$ cat config.mk
export PLATFORM = sky130hd
export DESIGN_NAME = pcc_regs
export DESIGN_NICKNAME = d
export VERILOG_FILES = /design/src/pcc_pkg.sv /design/src/pcc_sync.sv /design/src/pcc_regs.sv
export VERILOG_INCLUDE_DIRS = /design/src
export SDC_FILE = /design/constraint.sdc
export NUM_CORES = 1
export LEC_CHECK = 0
export BUFFER_PORTS_ARGS = -buffer_cell sky130_fd_sc_hd__buf_4
export CORE_MARGIN = 3
export CORE_UTILIZATION = 25
export CTS_CLUSTER_SIZE = 28
export DETAILED_ROUTE_END_ITERATION = 12
export GPL_TIMING_DRIVEN = 0
export PLACE_DENSITY_LB_ADDON = 0.2
export SLEW_MARGIN = 20
export SYNTH_ARGS = -nofsm -noshare
export SYNTH_HDL_FRONTEND = slang
export SYNTH_HIERARCHICAL = 1
export SYNTH_SLANG_ARGS = --single-unit
$ cat constraint.sdc
create_clock -name clk_i -period 4.1 [get_ports clk_i]
set_input_delay 0.41 -clock clk_i [delete_from_list [all_inputs] [get_ports clk_i]]
set_output_delay 0.41 -clock clk_i [all_outputs]
set_load 0.01 [all_outputs]
$ cat src/pcc_params.svh
`ifndef PCC_PARAMS_SVH
`define PCC_PARAMS_SVH

`define PCC_ADDR_PIN_CTRL 16'h801A
`define PCC_ADDR_RX_CNT_B3 16'h801B
`define PCC_ADDR_RX_CNT_B2 16'h801C
`define PCC_ADDR_RX_CNT_B1 16'h801D
`define PCC_ADDR_RX_CNT_B0 16'h801E
`define PCC_ADDR_TX_CNT_B3 16'h801F
`define PCC_ADDR_TX_CNT_B2 16'h8020
`define PCC_ADDR_TX_CNT_B1 16'h8021
`define PCC_ADDR_TX_CNT_B0 16'h8022
`define PCC_ADDR_RX_SUBPORT_CFG2 16'h8023
`define PCC_ADDR_SUBPORT_CFG1 16'h8013
`define PCC_ADDR_TX_SUBPORT_POS 16'h8015
`define PCC_ADDR_RX_SUBPORT_POS 16'h8024

`define PCC_BIT_OVERRIDE 0
`define PCC_BIT_STRAP_FIRST 1
`define PCC_BIT_STRAP_SECOND 2
`define PCC_BIT_EE_MUX 3
`define PCC_BIT_EE_CLK 4
`define PCC_BIT_EE_CS_N 5
`define PCC_BIT_EE_DOUT 6
`define PCC_BIT_EE_DIN 7

`define PCC_RST_PIN_CTRL 8'h00
`define PCC_RST_COUNT 32'h0000_0000
`define PCC_RST_WIDTH 3'h5
`define PCC_RST_BIT_LOC 3'h5
`define PCC_RST_SUBPORT 5'h00

`endif

$ cat src/pcc_pkg.sv
package pcc_pkg;

  typedef struct packed {
    logic clk;
    logic cs_n;
    logic dout;
  } pcc_ee_drive_t;

  typedef struct packed {
    logic wr;
    logic rd;
    logic [15:0] addr;
    logic [7:0] wdata;
  } pcc_reg_req_t;

endpackage

$ cat src/pcc_sync.sv
`timescale 1ns/1ps
`default_nettype none

module pcc_sync #(
  parameter int W = 1
) (
  // clock and reset
  input wire logic clk_i,
  input wire logic rstn_i,
  // raw input and filtered result
  input wire logic [W-1:0] d_i,
  output logic [W-1:0] q_o
);

  logic [W-1:0] s1_q;
  logic [W-1:0] s2_q;
  logic [W-1:0] s3_q;

  always_ff @(posedge clk_i or negedge rstn_i) begin
    if (!rstn_i) begin
      s1_q <= '0;
      s2_q <= '0;
      s3_q <= '0;
    end else begin
      s1_q <= d_i;
      s2_q <= s1_q;
      s3_q <= s2_q;
    end
  end

  // a change counts once the second and third stage agree
  genvar g;
  for (g = 0; g < W; g++) begin : g_bit
    always_ff @(posedge clk_i or negedge rstn_i) begin
      if (!rstn_i) begin
        q_o[g] <= 1'b0;
      end else if (s2_q[g] == s3_q[g]) begin
        q_o[g] <= s3_q[g];
      end
    end
  end

endmodule // pcc_sync

`default_nettype wire

$ cat src/pcc_regs.sv
`timescale 1ns/1ps
`default_nettype none
`include "pcc_params.svh"

module pcc_regs #(
  parameter int CNT_W = 32
) (
  // clock and reset
  input wire logic clk_i,
  input wire logic rstn_i,
  // in-band register access
  input wire pcc_pkg::pcc_reg_req_t req_i,
  output logic [7:0] rdata_o,
  output logic rvalid_o,
  // strap pins
  input wire logic strap_input_first_i,
  input wire logic strap_input_second_i,
  input wire logic [2:0] strap_tx_byte_loc_i,
  input wire logic [2:0] strap_rx_byte_loc_i,
  // cell completion pulses from the multi-phy bus
  input wire logic rx_cell_done_i,
  input wire logic tx_cell_done_i,
  // internal loader eeprom drive
  input wire pcc_pkg::pcc_ee_drive_t loader_ee_i,
  output logic loader_ee_din_o,
  // eeprom pins
  output logic ee_clk_o,
  output logic ee_cs_n_o,
  output logic ee_dout_o,
  input wire logic ee_din_i,
  // configuration to datapath
  output logic [2:0] rx_subport_width_o,
  output logic [2:0] tx_subport_width_o,
  output logic [2:0] tx_byte_loc_o,
  output logic [2:0] rx_byte_loc_o
);

  //////////////////////////////////////////////////////////////////////////////
  // pin synchronisers

  logic [1:0] strap_s;
  logic ee_din_s;
  logic [2:0] strap_tx_loc_s;
  logic [2:0] strap_rx_loc_s;

  // byte location straps settle by the fourth edge, ahead of the load
  pcc_sync #(.W(9)) u_sync (
    .clk_i(clk_i),
    .rstn_i(rstn_i),
    .d_i({strap_rx_byte_loc_i, strap_tx_byte_loc_i, ee_din_i, strap_input_second_i,
          strap_input_first_i}),
    .q_o({strap_rx_loc_s, strap_tx_loc_s, ee_din_s, strap_s})
  );

  //////////////////////////////////////////////////////////////////////////////
  // strap capture after reset release

  logic [2:0] cap_cnt_q;
  logic strap_done_q;

  always_ff @(posedge clk_i or negedge rstn_i) begin
    if (!rstn_i) begin
      cap_cnt_q <= 3'h0;
    end else if (!strap_done_q) begin
      cap_cnt_q <= cap_cnt_q + 3'h1;
    end
  end

  always_ff @(posedge clk_i or negedge rstn_i) begin
    if (!rstn_i) begin
      strap_done_q <= 1'b0;
    end else if (cap_cnt_q == 3'h4) begin
      strap_done_q <= 1'b1;
    end
  end

  wire strap_load = (cap_cnt_q == 3'h4) && !strap_done_q;

  //////////////////////////////////////////////////////////////////////////////
  // pin-control register

  logic override_q;
  logic [1:0] strap_q;
  logic ee_mux_q;
  logic ee_clk_sw_q;
  logic ee_cs_n_sw_q;
  logic ee_dout_sw_q;
  logic ee_din_q;

  wire wr_pin = req_i.wr && (req_i.addr == `PCC_ADDR_PIN_CTRL);
  wire wr_cfg2 = req_i.wr && (req_i.addr == `PCC_ADDR_RX_SUBPORT_CFG2);
  wire wr_cfg1 = req_i.wr && (req_i.addr == `PCC_ADDR_SUBPORT_CFG1);
  wire wr_txpos = req_i.wr && (req_i.addr == `PCC_ADDR_TX_SUBPORT_POS);
  wire wr_rxpos = req_i.wr && (req_i.addr == `PCC_ADDR_RX_SUBPORT_POS);

  always_ff @(posedge clk_i or negedge rstn_i) begin
    if (!rstn_i) begin
      override_q <= 1'b0;
      ee_mux_q <= 1'b0;
      ee_clk_sw_q <= 1'b0;
      ee_cs_n_sw_q <= 1'b0;
      ee_dout_sw_q <= 1'b0;
    end else if (wr_pin) begin
      override_q <= req_i.wdata[`PCC_BIT_OVERRIDE];
      ee_mux_q <= req_i.wdata[`PCC_BIT_EE_MUX];
      ee_clk_sw_q <= req_i.wdata[`PCC_BIT_EE_CLK];
      ee_cs_n_sw_q <= req_i.wdata[`PCC_BIT_EE_CS_N];
      ee_dout_sw_q <= req_i.wdata[`PCC_BIT_EE_DOUT];
    end
  end

  // strap levels kept live from the filtered pins
  always_ff @(posedge clk_i or negedge rstn_i) begin
    if (!rstn_i) begin
      strap_q <= 2'b00;
    end else begin
      strap_q <= strap_s;
    end
  end

  // returned serial data is shown only under software control
  always_ff @(posedge clk_i or negedge rstn_i) begin
    if (!rstn_i) begin
      ee_din_q <= 1'b0;
    end else begin
      ee_din_q <= ee_mux_q ? ee_din_s : 1'b0;
    end
  end

  always_ff @(posedge clk_i or negedge rstn_i) begin
    if (!rstn_i) begin
      loader_ee_din_o <= 1'b0;
    end else begin
      loader_ee_din_o <= ee_din_s;
    end
  end

  //////////////////////////////////////////////////////////////////////////////
  // eeprom pin mux

  always_ff @(posedge clk_i or negedge rstn_i) begin
    if (!rstn_i) begin
      ee_clk_o <= 1'b0;
      ee_cs_n_o <= 1'b1;
      ee_dout_o <= 1'b0;
    end else if (ee_mux_q) begin
      ee_clk_o <= ee_clk_sw_q;
      ee_cs_n_o <= ee_cs_n_sw_q;
      ee_dout_o <= ee_dout_sw_q;
    end else begin
      ee_clk_o <= loader_ee_i.clk;
      ee_cs_n_o <= loader_ee_i.cs_n;
      ee_dout_o <= loader_ee_i.dout;
    end
  end

  //////////////////////////////////////////////////////////////////////////////
  // cell counters

  logic [CNT_W-1:0] rx_cnt_q;
  logic [CNT_W-1:0] tx_cnt_q;

  always_ff @(posedge clk_i or negedge rstn_i) begin
    if (!rstn_i) begin
      rx_cnt_q <= CNT_W'(`PCC_RST_COUNT);
    end else if (rx_cell_done_i) begin
      rx_cnt_q <= rx_cnt_q + CNT_W'(1);
    end
  end

  always_ff @(posedge clk_i or negedge rstn_i) begin
    if (!rstn_i) begin
      tx_cnt_q <= CNT_W'(`PCC_RST_COUNT);
    end else if (tx_cell_done_i) begin
      tx_cnt_q <= tx_cnt_q + CNT_W'(1);
    end
  end

  //////////////////////////////////////////////////////////////////////////////
  // subport configuration

  always_ff @(posedge clk_i or negedge rstn_i) begin
    if (!rstn_i) begin
      rx_subport_width_o <= `PCC_RST_WIDTH;
    end else if (wr_cfg2) begin
      rx_subport_width_o <= req_i.wdata[2:0];
    end
  end

  logic [4:0] is_subport_q;

  always_ff @(posedge clk_i or negedge rstn_i) begin
    if (!rstn_i) begin
      tx_subport_width_o <= `PCC_RST_WIDTH;
      is_subport_q <= `PCC_RST_SUBPORT;
    end else if (wr_cfg1) begin
      tx_subport_width_o <= req_i.wdata[7:5];
      is_subport_q <= req_i.wdata[4:0];
    end
  end

  logic [2:0] tx_bit_loc_q;
  logic [2:0] rx_bit_loc_q;

  // byte locations load from straps once, then only when unlocked
  always_ff @(posedge clk_i or negedge rstn_i) begin
    if (!rstn_i) begin
      tx_byte_loc_o <= 3'h0;
      tx_bit_loc_q <= `PCC_RST_BIT_LOC;
    end else if (strap_load) begin
      tx_byte_loc_o <= strap_tx_loc_s;
    end else if (wr_txpos) begin
      tx_bit_loc_q <= req_i.wdata[5:3];
      if (override_q) begin
        tx_byte_loc_o <= req_i.wdata[2:0];
      end
    end
  end

  always_ff @(posedge clk_i or negedge rstn_i) begin
    if (!rstn_i) begin
      rx_byte_loc_o <= 3'h0;
      rx_bit_loc_q <= `PCC_RST_BIT_LOC;
    end else if (strap_load) begin
      rx_byte_loc_o <= strap_rx_loc_s;
    end else if (wr_rxpos) begin
      rx_bit_loc_q <= req_i.wdata[5:3];
      if (override_q) begin
        rx_byte_loc_o <= req_i.wdata[2:0];
      end
    end
  end

  //////////////////////////////////////////////////////////////////////////////
  // read path

  logic [7:0] rmux;

  // counters narrower than 32 bits read back zero-extended
  logic [31:0] rx_cnt_rd;
  logic [31:0] tx_cnt_rd;
  assign rx_cnt_rd = 32'(rx_cnt_q);
  assign tx_cnt_rd = 32'(tx_cnt_q);

  always_comb begin
    rmux = 8'h00;
    case (req_i.addr)
      `PCC_ADDR_PIN_CTRL: rmux = {ee_din_q, ee_dout_sw_q, ee_cs_n_sw_q, ee_clk_sw_q,
                                  ee_mux_q, strap_q, override_q};
      `PCC_ADDR_RX_CNT_B3: rmux = rx_cnt_rd[31:24];
      `PCC_ADDR_RX_CNT_B2: rmux = rx_cnt_rd[23:16];
      `PCC_ADDR_RX_CNT_B1: rmux = rx_cnt_rd[15:8];
      `PCC_ADDR_RX_CNT_B0: rmux = rx_cnt_rd[7:0];
      `PCC_ADDR_TX_CNT_B3: rmux = tx_cnt_rd[31:24];
      `PCC_ADDR_TX_CNT_B2: rmux = tx_cnt_rd[23:16];
      `PCC_ADDR_TX_CNT_B1: rmux = tx_cnt_rd[15:8];
      `PCC_ADDR_TX_CNT_B0: rmux = tx_cnt_rd[7:0];
      `PCC_ADDR_RX_SUBPORT_CFG2: rmux = {5'h00, rx_subport_width_o};
      `PCC_ADDR_SUBPORT_CFG1: rmux = {tx_subport_width_o, is_subport_q};
      `PCC_ADDR_TX_SUBPORT_POS: rmux = {2'b00, tx_bit_loc_q, tx_byte_loc_o};
      `PCC_ADDR_RX_SUBPORT_POS: rmux = {2'b00, rx_bit_loc_q, rx_byte_loc_o};
      default: rmux = 8'h00;
    endcase
  end

  always_ff @(posedge clk_i or negedge rstn_i) begin
    if (!rstn_i) begin
      rdata_o <= 8'h00;
      rvalid_o <= 1'b0;
    end else begin
      rdata_o <= req_i.rd ? rmux : 8'h00;
      rvalid_o <= req_i.rd;
    end
  end

  //////////////////////////////////////////////////////////////////////////////
  // checks

  property p_lock;
    @(posedge clk_i) disable iff (!rstn_i)
    (wr_txpos && !override_q && !strap_load) |=> $stable(tx_byte_loc_o);
  endproperty
  a_lock: assert property (p_lock) else $error("locked byte location changed");

  property p_strap1;
    @(posedge clk_i) disable iff (!rstn_i)
    $rose(strap_s[0]) |=> strap_q[0];
  endproperty
  a_strap1: assert property (p_strap1) else $error("first strap not mirrored");

  property p_strap2;
    @(posedge clk_i) disable iff (!rstn_i)
    $fell(strap_s[1]) |=> !strap_q[1];
  endproperty
  a_strap2: assert property (p_strap2) else $error("second strap not mirrored");

  property p_sw_clk;
    @(posedge clk_i) disable iff (!rstn_i)
    (ee_mux_q && $stable(ee_mux_q)) |=> (ee_clk_o == $past(ee_clk_sw_q));
  endproperty
  a_sw_clk: assert property (p_sw_clk) else $error("eeprom clock not from software");

  property p_sw_cs;
    @(posedge clk_i) disable iff (!rstn_i)
    ee_mux_q |=> (ee_cs_n_o == $past(ee_cs_n_sw_q));
  endproperty
  a_sw_cs: assert property (p_sw_cs) else $error("eeprom select not from software");

  property p_loader;
    @(posedge clk_i) disable iff (!rstn_i)
    !ee_mux_q |=> (ee_dout_o == $past(loader_ee_i.dout));
  endproperty
  a_loader: assert property (p_loader) else $error("eeprom data not from loader");

  property p_rx_inc;
    @(posedge clk_i) disable iff (!rstn_i)
    rx_cell_done_i |=> (rx_cnt_q == $past(rx_cnt_q) + CNT_W'(1));
  endproperty
  a_rx_inc: assert property (p_rx_inc) else $error("rx count not advanced");

  property p_tx_hold;
    @(posedge clk_i) disable iff (!rstn_i)
    !tx_cell_done_i |=> $stable(tx_cnt_q);
  endproperty
  a_tx_hold: assert property (p_tx_hold) else $error("tx count moved without cell");

  property p_width;
    @(posedge clk_i) disable iff (!rstn_i)
    wr_cfg2 |=> (rx_subport_width_o == $past(req_i.wdata[2:0]));
  endproperty
  a_width: assert property (p_width) else $error("rx width not written");

endmodule // pcc_regs

`default_nettype wire

==> results.toml, run 1 <==
[run_status]
outcome = "completed"

[logic_synthesis]
syn_nets = 589
synth-compound-area-share_pct = 6.966
synth_top_family_by_area = "simple AND/OR/NAND/NOR gates"
synth_top_area_share_pct = 52.20
avgSynthCellArea_um2 = 12.27
synth_area_leaders = "dfrtp_1 (52%), mux2_2 (5.2%), xnor2_1 (5.0%)"
synth_cell_type_count = 64
synth_top_area_cell = "dfrtp_1"
synth-simple-area-share_pct = 16.20
synth_xor_area_share_pct = 8.412
synth_common_cells = "dfrtp_1 (139), xnor2_1 (38), nand2_1 (36), nor2_1 (36), mux2_2 (31)"
synth_edf_count = 0
synth_warnings = 6
synth_top_flop_cell = "dfrtp_1"
yosys_register_bits = 148
ys_async_sr_fraction_pct = 100.0
ys_seq_area_share_pct = 55.75
synth_adder_area_share_pct = 2.272
synth_cells = 543
yosysMostFrequentCell = "dfrtp_1"
synth.area.mux_share_pct = 8.599
synthesis.area_um2 = 6664

[timing]
finalHoldViolations = 0
worst_pin_slew_ns = 0.6753
fin_tns_setup_ns = 0
rsz0062_at_grt = "no"
fmax_mhz = 434.5
maxSlewViolCount = 0
setup_viol = 0
maxSlewHeadroom_pct = 54.60
fin_crit_ns = 2.301
final.setup_skew_ns = 0.01143
layout_worst_path_cycle_share_pct = 56.13
whs_ns = 0.08238

[global_routing]
grt_pass1_wl_um = 28510
antenna_found_initial = 0
grt_pass1_vias = 4806
overflow = 0
track_usage_pct = 13.02
grt_max_degree = 85

[critical_path]
crit_path_max_fanout = 10
crit_type = "in -> reg"
worstPathRequired_ns = 4.38
slowest_delay_ns = 0.57
cp-end-kind = "flip-flop"
startpoint_type = "input port"
cp.arrival_ns = 2.58
path_cells = "buf_4, buf_6, buf_2, buf_1, o21ai_0, a222oi_1, a21oi_1"
crit_slowest_cell = "buf_1"
worst_path_dominant_cell_family = "buffers and inverters"
cp.buffers_inverters = 4

[detailed_routing]
drt_wl_total_um = 17980
ant_nets = 0
wl_per_cell_um = 18.41
drc_errors = 0
drt-initial-drc-count = 358
vias = 4719
first_pass_iters = 5
avgViaCountPerCell = 4.830

[placement]
hpwl_um = 13510
place.gp.congestion = 0.8880
port_buffers = 65
dp.cells = 944

[power]
p_clk_share_pct = 45.5
powerDensity_nw_per_um2 = 445.3
power.share.switching_pct = 26.43
intPower_mw = 2.702
p_seq_share_pct = 45.8
p_leak_nw = 3.587
p_comb_share_pct = 8.7
power_switching_mw = 0.9707
ir_drop_mv = 0.2125

[die]
placementRows = 59
dieWidth_um = 169.3
ios = 67
die_area_um2 = 28650
die_h_um = 169.3
core-area_um2 = 26130
start_util_pct = 25.50

[cells_and_area]
multi_input_area_um2 = 2829
syn2layout_area_growth_pct = 23.79
nets = 675
fin_cells = 977
antenna_cells = 0
final_core_util_pct = 31.57
drive_gt1_share_pct = 27.57
n_fill_cell = 2655
seqCellArea_um2 = 3715

[clocking]
clock-sinks = 148
htreeDepth = 4
cts_resized = 0
clock_latency_ns = 0.43
clockRootBuffer = "clkbuf_16"
cts_tree = "yes"
cts-buffers-inserted = 17
clock_path_buffers = 2
clk_pin_slew_ns = 0.07

[worst_hold_path]
min_path_type = "in -> reg"

[job]
maxCapViolCount = 0
flip-flops by register name, summed over array words and instances, names as in the netlist, 5 cells and up:
register and count:
u_sync/s3_q 9, is_subport_q 5, u_sync/s2_q 9, u_sync/q_o 9
u_sync/s1_q 9, rx_cnt_q 32, rdata_o 8, tx_cnt_q 32
layout make-up:
type                            count  area share, %
Buffer                             14         0.9556
Multi-Input combinational cell    370          34.29
Clock buffer                       17          5.157
Sequential cell                   148          45.03
Inverter                           11         0.5005
Clock inverter                     15          2.518
Timing Repair Buffer               67          6.461
Tap cell                          335          5.081
worst paths after layout:
path	start	cells past startpoint	endpoint	slack, ns
worst max register to register	tx_cnt_q[0]	6	tx_cnt_q[30]	1.89
max in group asynchronous	rstn_i	3	tx_subport_width_o[2]	2.76
worst max-delay path	req_i[9]	7	rdata_o[6]	1.80
worst min register to register	u_sync/s1_q[6]	0	u_sync/s2_q[6]	0.35
worst min-delay path	strap_rx_byte_loc_i[1]	1	u_sync/s1_q[7]	0.08
min in group asynchronous	rstn_i	2	rdata_o[6]	0.51
timing repair:
item | in CTS | in global routing
setup buffers | 0 | 0
hold buffers | 1 | 0
endpoints found under the hold margin | 58 | 0
cells in the final DEF, fill, tap and decap left out, drive strengths merged, types with 2 or more instances in the layout:
cell type	instances
a21oi	9
a221o	2
a222oi	4
a22o	5
a22oi	10
a31oi	8
a32oi	5
and2	7
and3	14
and4	8
and4bb	2
buf	75
bufinv	3
clkbuf	22
clkinv	4
dfrtp	139
dfstp	9
ha	4
inv	19
maj3	9
mux2	31
mux2i	13
mux4	4
nand2	37
nand2b	4
nand3	22
nand3b	3
nand4	19
nor2	36
nor2b	4
nor3	13
nor4	4
nor4b	4
o21ai	8
or4b	2
xnor2	38
xor2	26
power groups by stage:
stage               clock (mW)  combinational, mW  sequential, mW
finish                    1.67              0.321            1.68
global route              1.79              0.357            1.70
CTS                       1.72              0.327            1.68
detailed placement           0              0.325            1.71
global placement             0              0.312            1.70
floorplan                    0              0.182            1.67
routing by layer:
| metal | GRT usage (%) | up-vias | part of all wire [%] |
|---|---|---|---|
| met5 | 0 | - | 0 |
| met4 | 2.987 | 0 | 1.2 |
| met3 | 3.284 | 12 | 5.5 |
| met2 | 19.88 | 133 | 46 |
| met1 | 18.69 | 2433 | 47 |
| li1 | - | 2141 | - |
logic make-up (layout without fill, tap and decap cells):
| family | after synthesis | count (layout) |
|---|---|---|
| DFF | 148 | 148 |
| xor gates and xnor gates | 64 | 64 |
| buffers and inverters | 25 | 124 |
| AOI/OAI and AO/OA | 61 | 61 |
| and+or+nand+nor | 184 | 184 |
| adders and majority gates | 13 | 13 |
| muxes | 48 | 48 |
stage by stage:
stage	power [mW]	worst slack, ns	area (µm²)
after floorplan	1.853	2.239	6664
after global placement	2.016	1.346	7571
after detailed placement	2.033	1.363	7606
after CTS	3.729	1.812	8249
after global routing	3.845	1.675	8249
final	3.673	1.799	8249
worst register-to-register path, cell delays in order, from the launching register on:
cell,delay (ns)
dfrtp_1,0.45
ha_1,0.20
nand4_1,0.21
nor4_2,0.51
nand3_1,0.32
nor3_1,0.28
xnor2_1,0.16
Note: power is estimated with default switching activity, not from simulation.
==> inputs of run 2 (changes only) <==
==> constraint.sdc (replaced) <==
create_clock -name clk_i -period 1.88 [get_ports clk_i]
set_input_delay 0.188 -clock clk_i [delete_from_list [all_inputs] [get_ports clk_i]]
set_output_delay 0.188 -clock clk_i [all_outputs]
set_load 0.01 [all_outputs]
==> results.toml, run 2 (synthesis gave the netlist of run 1 again) <==
[run_status]
outcome = "completed"

[worst_hold_path]
min_path_type = "in -> reg"

[critical_path]
crit_type = "reg -> reg"
worstPathRequired_ns = 2.18
path_cells = "ha_1, nand4_1, nor4_4, buf_4, and2_1, nand2_1, xnor2_1"
slowest_delay_ns = 0.38
startpoint_type = "flip-flop"
cp.arrival_ns = 2.09
crit_slowest_cell = "dfrtp_2"
cp-end-kind = "flip-flop"
crit_path_max_fanout = 4
worst_path_dominant_cell_family = "simple AND/OR/NAND/NOR gates"
cp.buffers_inverters = 1

[job]
maxCapViolCount = 0

[global_routing]
track_usage_pct = 13.10
grt_pass1_wl_um = 28720
grt_pass1_vias = 4867
grt_max_degree = 85
antenna_found_initial = 0
overflow = 0

[clocking]
clock-sinks = 148
clk_pin_slew_ns = 0.07
clock_latency_ns = 0.43
cts_tree = "yes"
clock_path_buffers = 2
cts-buffers-inserted = 17
clockRootBuffer = "clkbuf_16"
htreeDepth = 4

[detailed_routing]
drt_wl_total_um = 18210
avgViaCountPerCell = 4.856
wl_per_cell_um = 18.15
vias = 4871
drt-initial-drc-count = 348
first_pass_iters = 6
drc_errors = 0
ant_nets = 0

[cells_and_area]
final_area_um2 = 8563
layout_commonest_cell = "dfrtp_1"
n_fill_cell = 2619
syn2layout_area_growth_pct = 28.50
largestRegisters = "rx_cnt_q (32), tx_cnt_q (32)"
nets = 701
drive_gt1_share_pct = 29.94
fin_cells = 1003
antenna_cells = 0
final_core_util_pct = 32.77
final_cell_mix = "dfrtp_1 (135), buf_4 (74), xnor2_1 (38)"

[die]
core-area_um2 = 26130
start_util_pct = 25.50
die_h_um = 169.3
ios = 67
dieWidth_um = 169.3
placementRows = 59
die_area_um2 = 28650

[timing]
fin_crit_ns = 1.788
fin_tns_setup_ns = 0
fmax_mhz = 559.2
worst_pin_slew_ns = 0.6413
whs_ns = 0.02578
rsz0062_at_grt = "yes"
final.setup_skew_ns = 0.01684
finalHoldViolations = 0
maxSlewHeadroom_pct = 57.14
setup_viol = 0
layout_setup_ws_ns = 0.09184
maxSlewViolCount = 0
layout_worst_path_cycle_share_pct = 95.11

[placement]
dp_slack_ns = -0.6354
hpwl_um = 13510
place.gp.congestion = 0.8880
dp.cells = 944
port_buffers = 65
dpl_cell_area_um2 = 7606

[power]
ir_drop_mv = 0.4625
p_total_mw = 8.104
powerDensity_nw_per_um2 = 946.3
p_leak_nw = 3.727
## run 2: cell types whose count changed in the layout (fill, tap and decap cells not counted), sizes merged
| cell | previous run | this run |
|---|---|---|
| dlygate4sd3 | 1 | 18 |
| buf | 75 | 84 |
## run 2: layout make-up
cell class,instances,area [µm²],share of cell area (%)
Inverter,11,41.29,0.4822
Clock inverter,15,207.7,2.425
Multi-Input combinational cell,370,2899,33.85
Buffer,14,80.08,0.9351
Timing Repair Buffer,93,770.7,9.001
Clock buffer,17,425.4,4.968
Sequential cell,148,3720,43.44
Tap cell,335,419.2,4.895
## run 2: power by group
| part | internal [mW] | switching (mW) |
|---|---|---|
| sequential | 3.41 | 0.239 |
| combinational | 0.393 | 0.417 |
| clock | 2.15 | 1.49 |
| total | 5.95 | 2.15 |
## run 2: path summary, 6_finish.rpt
kind                       slack, ns               endpoint  cells after the start           start
max in group asynchronous       0.76  tx_subport_width_o[2]                      3          rstn_i
setup reg to reg                0.09           tx_cnt_q[18]                      7     tx_cnt_q[1]
setup / recovery                0.09           tx_cnt_q[18]                      7     tx_cnt_q[1]
hold reg to reg                 0.35         u_sync/s2_q[6]                      0  u_sync/s1_q[6]
hold / removal                  0.03           ee_cs_n_sw_q                      2        req_i[5]
min in group asynchronous       0.28             rdata_o[6]                      2          rstn_i
## run 2: timing repair
item                                    in CTS  in global routing
gates resized for setup                      4                 15
buffers inserted                             3                  6
endpoints found under the hold margin       76                  0
pin swaps                                    3                  5
hold buffers                                18                  0
endpoints found under the setup margin      17                 25
cloned                                       0                  0
## run 2: per-layer routing
metal	global-route usage [%]	up-vias	share of wire [%]
li1	-	2200	-
met1	18.74	2521	48
met2	20.12	136	46
met3	3.261	14	4.5
met4	2.987	0	1.4
met5	0	-	0
